$ cat config.mk
export PLATFORM = sky130hd
export DESIGN_NAME = tape_drive_status_reporting
export DESIGN_NICKNAME = d
export VERILOG_FILES = /design/src/verilog/tape_status_pkg.sv /design/src/verilog/tape_drive_status_reporting.sv
export SDC_FILE = /design/constraint.sdc
export NUM_CORES = 1
export LEC_CHECK = 0
export BUFFER_PORTS_ARGS = -buffer_cell sky130_fd_sc_hd__buf_2
export CAP_MARGIN = 5
export CORE_ASPECT_RATIO = 0.7
export CORE_MARGIN = 5
export CORE_UTILIZATION = 58
export DETAILED_ROUTE_END_ITERATION = 16
export GPL_ROUTABILITY_DRIVEN = 0
export PLACE_DENSITY = 0.9
export SLEW_MARGIN = 20
export SYNTH_ARGS = -nofsm -noshare
export SYNTH_HDL_FRONTEND = slang
export SYNTH_SLANG_ARGS = --single-unit
$ cat constraint.sdc
create_clock -name clk -period 2.77 [get_ports clk]
set_input_delay 0.1385 -clock clk [delete_from_list [all_inputs] [get_ports clk]]
set_output_delay 0.1385 -clock clk [all_outputs]
set_load 0.005 [all_outputs]
$ cat src/verilog/tape_status_pkg.sv
// Constants, types and field layout for the tape drive status reporting block
package tape_status_pkg;

  // ----------------------------------------
  // Status byte layout
  // ----------------------------------------
  localparam int SUMMARY_BIT = 7;
  localparam int ILLEGAL_BIT = 6;
  localparam int NODATA_BIT = 5;
  localparam int MARGINAL_BIT = 4;
  localparam int MEDIASTART_BIT = 3;
  localparam int POWERON_BIT = 0;
  localparam int UNLOCATED_BIT = 1;
  localparam int FILEMARK_BIT = 0;
  localparam logic [2:0] STATUS_BYTES = 3'h6;
  localparam logic [7:0] BYTE_RESET = 8'h00;
  localparam logic [15:0] COUNT_RESET = 16'h0000;
  localparam logic [15:0] COUNT_MAX = 16'hFFFF;

  // ----------------------------------------
  // Timing and widths
  // ----------------------------------------
  localparam logic [5:0] NODATA_BLOCK_TIMES = 6'h20;
  localparam int DRIVE_W = 4;
  localparam int QUAL_W = 5;
  localparam logic ODD_PARITY = 1'b1;

  // Command classes handed over by the command decoder
  typedef enum logic [3:0] {
    CMD_SELECT = 4'h0,
    CMD_POSITION = 4'h1,
    CMD_WRITE = 4'h2,
    CMD_WFM = 4'h3,
    CMD_READ = 4'h4,
    CMD_RFM = 4'h5,
    CMD_STATUS = 4'h6,
    CMD_OTHER = 4'h7,
    CMD_UNIMPL = 4'h8
  } cmd_kind_t;

  // Tape position codes
  typedef enum logic [2:0] {
    POS_UNKNOWN = 3'h0,
    POS_START = 3'h1,
    POS_END = 3'h2,
    POS_WARNING = 3'h3,
    POS_RECORD = 3'h4
  } tape_pos_t;

  // One accepted command
  typedef struct packed {
    logic valid;
    cmd_kind_t kind;
    logic [DRIVE_W-1:0] driveMask;
    logic [QUAL_W-1:0] qualifiers;
  } cmd_t;

  // One-cycle drive events
  typedef struct packed {
    logic filemarkRead;
    logic readErrUnlocated;
    logic marginalBlock;
    logic blockDetected;
    logic blockTimeTick;
    logic rewrittenBlock;
    logic readRetry;
    logic bufferUnderrun;
    logic deselect;
    logic cartInserted;
  } drive_ev_t;

endpackage : tape_status_pkg

$ cat src/verilog/tape_drive_status_reporting.sv
// Status bytes, error counters and tape position logic of the cartridge streamer
`timescale 1ns/1ps
`default_nettype none

module tape_drive_status_reporting (
  // Clock and reset
  input wire logic clk,
  input wire logic rst,
  // Pins from the host bus and the hole sensors
  input wire logic hostResetPin,
  input wire logic onLinePin,
  input wire logic upper_hole_n,
  input wire logic lower_hole_n,
  // Drive controller state and events
  input wire logic trackZero,
  input wire logic writeActive,
  input wire logic readActive,
  input wire logic [6:2] firstByteCause,
  input wire tape_status_pkg::cmd_t cmd,
  input wire tape_status_pkg::drive_ev_t ev,
  // Status read port
  input wire logic rdStart,
  input wire logic rdByte,
  input wire logic [2:0] rdIndex,
  input wire logic rdDone,
  // Results
  output logic [7:0] statusByte,
  output logic statusParity,
  output logic statusValid,
  output logic exception,
  output tape_status_pkg::tape_pos_t tapePos
);
  import tape_status_pkg::*;

  // ----------------------------------------
  // Decoding helpers
  // ----------------------------------------
  // True when the command must be refused as illogical
  function automatic logic illegalCmd(input cmd_t c, input logic online, input logic wr, input logic rd);
    logic bad;
    bad = 1'b0;
    if (c.kind == CMD_SELECT && !$onehot(c.driveMask)) bad = 1'b1;
    if (c.kind == CMD_POSITION && c.qualifiers == '0) bad = 1'b1;
    if (!online && (c.kind == CMD_WRITE || c.kind == CMD_WFM || c.kind == CMD_READ || c.kind == CMD_RFM)) begin
      bad = 1'b1;
    end
    if (wr && !(c.kind == CMD_WRITE || c.kind == CMD_WFM)) bad = 1'b1;
    if (rd && !(c.kind == CMD_READ || c.kind == CMD_RFM)) bad = 1'b1;
    if (c.kind == CMD_UNIMPL) bad = 1'b1;
    return c.valid && bad;
  endfunction : illegalCmd

  // Saturating increment for the 16-bit counters
  function automatic logic [15:0] bump(input logic [15:0] v, input logic hit);
    return (hit && v != COUNT_MAX) ? v + 16'h0001 : v;
  endfunction : bump

  // ----------------------------------------
  // Pin synchronisers
  // ----------------------------------------
  logic [3:0] syncA;
  logic [3:0] syncB;
  logic hostResetS;
  logic onLineS;
  logic upperS;
  logic lowerS;

  // Two stages for every pin
  always_ff @(posedge clk) begin
    if (rst) begin
      syncA <= 4'hF;
      syncB <= 4'hF;
    end else begin
      syncA <= {hostResetPin, onLinePin, upper_hole_n, lower_hole_n};
      syncB <= syncA;
    end
  end

  assign hostResetS = syncB[3];
  assign onLineS = syncB[2];
  assign upperS = syncB[1];
  assign lowerS = syncB[0];

  // ----------------------------------------
  // Tape position
  // ----------------------------------------
  logic windowSeen;
  logic next_windowSeen;
  tape_pos_t next_tapePos;
  logic atStart;

  // Hole code to position, windows remembered until next insertion
  always_comb begin
    next_windowSeen = windowSeen;
    if (ev.cartInserted) next_windowSeen = 1'b0;
    case ({upperS, lowerS})
      2'b00: begin
        next_tapePos = POS_START;
        next_windowSeen = 1'b1;
      end
      2'b10: begin
        next_tapePos = POS_END;
        next_windowSeen = 1'b1;
      end
      2'b01: next_tapePos = POS_WARNING;
      2'b11: next_tapePos = (windowSeen && !ev.cartInserted) ? POS_RECORD : POS_UNKNOWN;
      default: next_tapePos = POS_UNKNOWN;
    endcase
  end

  always_ff @(posedge clk) begin
    if (rst) begin
      windowSeen <= 1'b0;
      tapePos <= POS_UNKNOWN;
    end else begin
      windowSeen <= next_windowSeen;
      tapePos <= next_tapePos;
    end
  end

  assign atStart = (tapePos == POS_START) && trackZero;

  // ----------------------------------------
  // Cause bits and exception
  // ----------------------------------------
  logic [7:0] cause0;
  logic [7:0] cause1;
  logic [7:0] next_cause0;
  logic [7:0] next_cause1;
  logic [7:0] snap0;
  logic [7:0] snap1;
  logic [7:0] next_snap0;
  logic [7:0] next_snap1;
  logic [5:0] idleBlocks;
  logic [5:0] next_idleBlocks;
  logic next_exception;
  logic [7:0] set0;
  logic [7:0] set1;
  logic [7:0] byte0;
  logic [7:0] byte1;

  // Sticky bits: clear only what the status read saw, a new set wins
  always_comb begin
    set0 = 8'h00;
    set1 = 8'h00;
    next_idleBlocks = idleBlocks;
    if (!readActive || ev.blockDetected) begin
      next_idleBlocks = 6'h00;
    end else if (ev.blockTimeTick && idleBlocks != NODATA_BLOCK_TIMES) begin
      next_idleBlocks = idleBlocks + 6'h01;
    end
    set1[ILLEGAL_BIT] = illegalCmd(cmd, onLineS, writeActive, readActive)
      || (ev.deselect && !atStart);
    set1[NODATA_BIT] = (next_idleBlocks == NODATA_BLOCK_TIMES) && (idleBlocks != NODATA_BLOCK_TIMES);
    set1[MARGINAL_BIT] = ev.marginalBlock;
    set1[POWERON_BIT] = hostResetS;
    set0[UNLOCATED_BIT] = ev.readErrUnlocated;
    set0[FILEMARK_BIT] = ev.filemarkRead && readActive;
    next_snap0 = rdStart ? cause0 : snap0;
    next_snap1 = rdStart ? cause1 : snap1;
    next_cause0 = (rdDone ? cause0 & ~snap0 : cause0) | set0;
    next_cause1 = (rdDone ? cause1 & ~snap1 : cause1) | set1;
    next_exception = (exception && !rdDone) || (set0 != 8'h00) || (set1 != 8'h00)
      || (firstByteCause != 5'h00);
  end

  always_ff @(posedge clk) begin
    if (rst) begin
      cause0 <= BYTE_RESET;
      cause1 <= 8'h01;
      snap0 <= BYTE_RESET;
      snap1 <= BYTE_RESET;
      idleBlocks <= 6'h00;
      exception <= 1'b1;
    end else begin
      cause0 <= next_cause0;
      cause1 <= next_cause1;
      snap0 <= next_snap0;
      snap1 <= next_snap1;
      idleBlocks <= next_idleBlocks;
      exception <= next_exception;
    end
  end

  // Assembled exception bytes with their summary bits
  always_comb begin
    byte0 = {1'b0, firstByteCause, cause0[1:0]};
    byte0[SUMMARY_BIT] = byte0[6:0] != 7'h00;
    byte1 = cause1;
    byte1[MEDIASTART_BIT] = atStart;
    byte1[2:1] = 2'b00;
    byte1[SUMMARY_BIT] = byte1[6:0] != 7'h00;
  end

  // ----------------------------------------
  // Error and underrun counters
  // ----------------------------------------
  logic [15:0] errCount;
  logic [15:0] underrunCount;
  logic [15:0] next_errCount;
  logic [15:0] next_underrunCount;

  always_comb begin
    next_errCount = bump(errCount, (writeActive && ev.rewrittenBlock) || (readActive && ev.readRetry));
    next_underrunCount = bump(underrunCount, (writeActive || readActive) && ev.bufferUnderrun);
  end

  always_ff @(posedge clk) begin
    if (rst) begin
      errCount <= COUNT_RESET;
      underrunCount <= COUNT_RESET;
    end else begin
      errCount <= next_errCount;
      underrunCount <= next_underrunCount;
    end
  end

  // ----------------------------------------
  // Status byte output
  // ----------------------------------------
  logic [7:0] next_statusByte;
  logic next_statusParity;
  logic next_statusValid;
  logic [15:0] snapErr;
  logic [15:0] snapUnder;
  logic [7:0] snapB0;
  logic [7:0] snapB1;

  // Counters and cause bytes frozen at the start of the status read
  always_ff @(posedge clk) begin
    if (rst) begin
      snapErr <= COUNT_RESET;
      snapUnder <= COUNT_RESET;
      snapB0 <= BYTE_RESET;
      snapB1 <= BYTE_RESET;
    end else if (rdStart) begin
      snapErr <= errCount;
      snapUnder <= underrunCount;
      snapB0 <= byte0;
      snapB1 <= byte1;
    end
  end

  always_comb begin
    case (rdIndex)
      3'h0: next_statusByte = snapB0;
      3'h1: next_statusByte = snapB1;
      3'h2: next_statusByte = snapErr[15:8];
      3'h3: next_statusByte = snapErr[7:0];
      3'h4: next_statusByte = snapUnder[15:8];
      3'h5: next_statusByte = snapUnder[7:0];
      default: next_statusByte = 8'h00;
    endcase
    if (!rdByte) next_statusByte = statusByte;
    next_statusParity = ODD_PARITY ^ (^next_statusByte);
    next_statusValid = rdByte && (rdIndex < STATUS_BYTES);
  end

  always_ff @(posedge clk) begin
    if (rst) begin
      statusByte <= BYTE_RESET;
      statusParity <= ODD_PARITY;
      statusValid <= 1'b0;
    end else begin
      statusByte <= next_statusByte;
      statusParity <= next_statusParity;
      statusValid <= next_statusValid;
    end
  end
endmodule : tape_drive_status_reporting
`default_nettype wire

Yosys cells after proc, flatten, opt, wreduce, memory -nomap -nowiden
Cells that the tools add are included.
Widths: inputs -> output; s select.
{ "word_totals": {"elab_cells": 119, "regBits": 139, "output_inout_bits": 14} }
{ "op_classes": {"n_reduce_logical": 50, "muxes": 16, "bitwise": 7, "addsub": 6, "eq_ne": 20, "magnitude_cmp": 1} }
{ "op_table": {"columns": ["op", "count"], "rows": [
  ["$pmux 8 s6", 1],
  ["$add 16x1->16 const B", 2],
  ["$ne 16x16->1 const B", 2],
  ["$mux 8", 3],
  ["$logic_and 1x1->1", 19],
  ["$and 8x8->8", 2],
  ["$not 8->8", 2],
  ["$mux 6", 2],
  ["$pmux 3 s4", 1],
  ["$logic_or 1x1->1", 11],
  ["$reduce_bool 5->1", 2],
  ["$eq 3x1->1 const B", 3],
  ["$eq 4x2->1 const B", 2],
  ["$eq 4x3->1 const B", 2],
  ["$logic_not 1->1", 8],
  ["$mux 1", 8],
  ["$or 8x2->8", 1],
  ["$or 8x7->8", 1],
  ["$reduce_xor 8->1", 1],
  ["$reduce_bool 7->1", 1],
  ["$add 6x1->6 const B", 1],
  ["$eq 3x2->1 const B", 2],
  ["$eq 3x3->1 const B", 2],
  ["$eq 6x6->1 const B", 1],
  ["17 further kinds", 20]
]} }

Longest topological paths before layout
{ "logic_depth": {"depth_word": 16, "depth_mapped": 10, "depth_no_buf": 10} }

Worst setup path after synthesis
OpenSTA, ideal clock, no wires.
{ "synth_path": {"path_type": "input to register", "startpoint": "in cmd[5] (netlist name)", "endpoint": "reg exception", "stages": 10, "t_arrival_ns": 1.858, "n_path_buf": 0, "setup_slack_ns": 0.786, "path_cell_list": "inv_1 > fa_1 > inv_1 > ha_1 > ha_1 > nor4b_1 > o21ai_1 > o2bb2ai_1 > a21oi_1 > nand3_1"} }
{ "synth_via": {"elab_chain_cells": 16} }
{ "synth_rtl": {"columns": ["item", "line", "rtl"], "rows": [
  ["from (decl)", "tape_drive_status_reporting.sv:19", "input wire tape_status_pkg::cmd_t cmd,"],
  ["$add 1x1->2 (implied by the code)", "tape_drive_status_reporting.sv:42", "if (c.kind == CMD_SELECT && !$onehot(c.driveMask)) bad = 1'b1;"],
  ["$add 2x2->3 (implied by the code)", "tape_drive_status_reporting.sv:42", null],
  ["$eq 3x1->1", "tape_drive_status_reporting.sv:42", null],
  ["$logic_not 1->1", "tape_drive_status_reporting.sv:42", null],
  ["$logic_and 1x1->1", "tape_drive_status_reporting.sv:42", null],
  ["$mux 1", "tape_drive_status_reporting.sv:42", null],
  ["$mux 1", "tape_drive_status_reporting.sv:43", "if (c.kind == CMD_POSITION && c.qualifiers == '0) bad = 1'b1;"],
  ["$mux 1", "tape_drive_status_reporting.sv:44", "if (!online && (c.kind == CMD_WRITE || c.kind == CMD_WFM || c.kind == CMD_READ || c.kind == CMD_RFM)) begin"],
  ["$mux 1", "tape_drive_status_reporting.sv:47", "if (wr && !(c.kind == CMD_WRITE || c.kind == CMD_WFM)) bad = 1'b1;"],
  ["$mux 1", "tape_drive_status_reporting.sv:48", "if (rd && !(c.kind == CMD_READ || c.kind == CMD_RFM)) bad = 1'b1;"],
  ["$mux 1", "tape_drive_status_reporting.sv:49", "if (c.kind == CMD_UNIMPL) bad = 1'b1;"],
  ["$logic_and 1x1->1", "tape_drive_status_reporting.sv:50", "return c.valid && bad;"],
  ["$logic_or 1x1->1", "tape_drive_status_reporting.sv:153", "|| (ev.deselect && !atStart);"],
  ["$reduce_bool 4->1", "tape_drive_status_reporting.sv:163", "next_exception = (exception && !rdDone) || (set0 != 8'h00) || (set1 != 8'h00)"],
  ["$logic_or 1x1->1", "tape_drive_status_reporting.sv:163", null],
  ["$logic_or 1x1->1", "tape_drive_status_reporting.sv:164", "|| (firstByteCause != 5'h00);"],
  ["to (signal assigned)", "tape_drive_status_reporting.sv:181", "exception <= next_exception;"],
  ["to (decl)", "tape_drive_status_reporting.sv:30", "output logic exception,"]
]} }
Every way passes these cells.
A chain may end at the register's enable or synchronous reset.

Worst setup path after layout
{ "layout_path": {"startpoint": "reg underrunCount[11]", "endpoint": "reg underrunCount[13]"} }
{ "layout_via": {"elab_chain_cells": 2, "word_cells_on_any_way": 3} }
{ "layout_rtl": {"columns": ["item", "line", "rtl"], "rows": [
  ["from (decl)", "tape_drive_status_reporting.sv:199", "logic [15:0] underrunCount;"],
  ["from (signal assigned)", "tape_drive_status_reporting.sv:214", "underrunCount <= next_underrunCount;"],
  ["parallel branches: the longest is 2 deep, another holds $add 16x1->16", null, null]
]} }
Parallel ways; which one is timed is not known.

==> flow_summary.ini <==
[cts]
cts_tree = built
clkTransAtPathRegs_ps = 50
insertion_delay_ps = 410
cts_resized = 0
clock_path_buffers = 2
root_buffer = clkbuf_16
cts_max_level = 4
numCtsBuffers = 17
numClockSinks = 113

[routing]
vias_per_cell = 5.647
drtAntennaViolNets = 0
drc_errors = 0
routedWlPerCell_um = 17.08
drt_wl_total_mm = 12.52
vias = 4139
first_iter_violations = 324
dr.pass1.iters = 6

[global_routing]
grt_pass1_wl_mm = 20.31
grt_usage = 0.2457
grt_max_degree = 114
grt_pass1_vias = 4131
globalRouteOverflowTotal = 0
grt_antenna_before_repair = 1

[synthesis]
synth_seq_area_share = 0.4484
yosysWarnings = 0
yosysTopAreaCellShare = 0.4484
avgSynthCellArea_um2 = 9.394
synthTopCellsByArea = dfxtp_1, mux2i_1, nor2_1
ys_types = 64
ys_ff_latch = 113
synth_area_leader_cell = dfxtp_1
synth_ff_type = dfxtp_1
postSynth.asyncResetShare = 0
syn_inst = 537
syn_nets = 592
syn_area_mm2 = 0.005045
synth_edf_count = 0

[placement]
placedCellCount = 690
post-place-ws_ps = 526.7
dpl.hpwl_mm = 8.163
io_buffers = 57

[sta]
finalCriticalPeriod_ps = 2144
tns_ps = 0
rsz0062_at_grt = no
fmax_ghz = 0.4665
maxSlewHeadroom = 0.4775
tightest_slew_ps = 783.7
setup-violations-final = 0
slew_violations = 0
hold_violations = 1
holdWs_ps = -1.729
finalCritPeriodShare = 0.7739
layout_setup_ws_ps = 626.4
fin_skew_ps = 8.701

[cells_and_area]
layout_common_cells = dfxtp_1, nor2_1, mux2i_1
instances_no_fill = 733
n_antenna_cell = 0
areaGrowthSynthToFinish_pct = 22.64
nets = 655
mostFrequentLayoutCell = dfxtp_1
drive_gt1_frac = 0.1827
fill_cells = 569

[die]
start_util = 0.5950
rows = 28
die_area_mm2 = 0.01069
die_h_um = 88.03
io_pins = 58
design.core.area_mm2 = 0.008478
die_x_um = 121.5

[worst_setup_path]
required_ps = 3050
criticalPathCategory = flip-flop to flip-flop
cp_cell_sequence = and3_1, and3_1, a31o_2, nor4_1, nand2_1, xor2_1, nor2_1
worstSetupStartpoint = underrunCount[11]
cp_max_fo = 6
start_kind = flip-flop
cpPeakStageDelay_ps = 530
crit_top_cell = and3_1
arrival_ps = 2430
r2r-start = underrunCount[11]
end_kind = flip-flop
slowest_stage = nor4_1

[run]
maxCapViolCount = 0

[power_and_ir_drop]
p_leak_nw = 2.591
power_density_mw_per_mm2 = 722.9
finalPower_mw = 4.473
vdd_ir_drop_max_v = 0.0005605

[run_status]
violations = negative hold slack
outcome = finished with violations

[min_path]
hp-class = primary input to flip-flop
min_from = firstByteCause[4]
==> cells in the mapped netlist (2+ instances only) <==
master and n:
a211oi_1 4, a21oi_1 15, a31oi_1 2, and3_1 3
buf_1 4, buf_2 2, buf_6 4, clkbuf_1 15
dfxtp_1 113, ha_1 10, inv_1 14, mux2i_1 61
mux4_2 3, nand2_1 35, nand2b_1 9, nand3_1 12
nand4_1 6, nor2_1 100, nor2b_1 6, nor3_1 10
nor3b_1 2, nor4_1 5, nor4b_1 2, o21ai_0 4
o21ai_1 9, o21bai_1 2, o221ai_1 2, or2_2 8
or3_1 4, or4_1 2, or4b_1 2, xnor2_1 12
xor2_1 24
==> power by group <==
group	switching [mW]	internal (mW)	total, mW
clock	0.734	1.74	2.47
combinational	0.157	0.140	0.297
sequential	0.0331	1.67	1.70
==> metrics by stage <==
| step | instance area (um2) | utilization |
|---|---|---|
| CTS | 6160 | 0.7265 |
| global placement | 5376 | 0.6342 |
| global route | 6187 | 0.7298 |
| finish | 6187 | 0.7298 |
| floorplan | 5045 | - |
| detailed placement | 5376 | 0.6342 |
==> per-layer routing <==
metal | share of wire | vias up | GRT usage
met2 | 0.47 | 168 | 0.4090
met1 | 0.44 | 1982 | 0.2997
met3 | 0.075 | 21 | 0.08715
met4 | 0.015 | 2 | 0.08342
li1 | - | 1966 | -
met5 | 0.0010 | - | 0
==> path summary, 6_finish.rpt <==
check	slack, ps	depth (start not counted)	endpoint
max reg2reg	630	7	underrunCount[13]
max	630	7	underrunCount[13]
min reg2reg	410	1	syncB[0]
min	-2	3	snapB0[4]
==> flip-flops by register name, summed over array words and instances, names as in the netlist, 6 cells and up <==
register	cells
errCount	16
idleBlocks	6
snapB0	6
snapErr	16
snapUnder	16
statusByte	8
underrunCount	16
==> logic make-up (layout without fill, tap and decap cells) <==
| logic type | Yosys count | in the layout | share of synthesized area |
|---|---|---|---|
| simple gates | 217 | 217 | 0.2071 |
| flops | 113 | 113 | 0.4484 |
| mux | 67 | 67 | 0.1416 |
| compound gates | 52 | 52 | 0.07094 |
| buf+inv | 40 | 116 | 0.03621 |
| xor+xnor | 37 | 37 | 0.06696 |
| fa+ha+maj | 11 | 11 | 0.02877 |
==> critical path: cells and delay by family (launching register included) <==
family	cells	cell delay, ps
simple gates	5	1190
flops	1	340
compound gates	1	290
xor+xnor	1	180
==> layout make-up <==
type | instances | area (um2) | share of cell area
timing repair buffer | 69 | 435.4 | 0.07037
inverter | 15 | 56.30 | 0.009100
sequential | 113 | 2262 | 0.3656
multi-input combinational | 384 | 2600 | 0.4202
clock buffer | 24 | 511.7 | 0.08271
tap | 120 | 150.1 | 0.02427
clock inverter | 8 | 171.4 | 0.02770
==> repair_timing <==
action,CTS,global route
endpoints found under the hold margin,10,0
hold buffers,10,0
setup buffers,0,0
(Power assumes the default switching activity.)
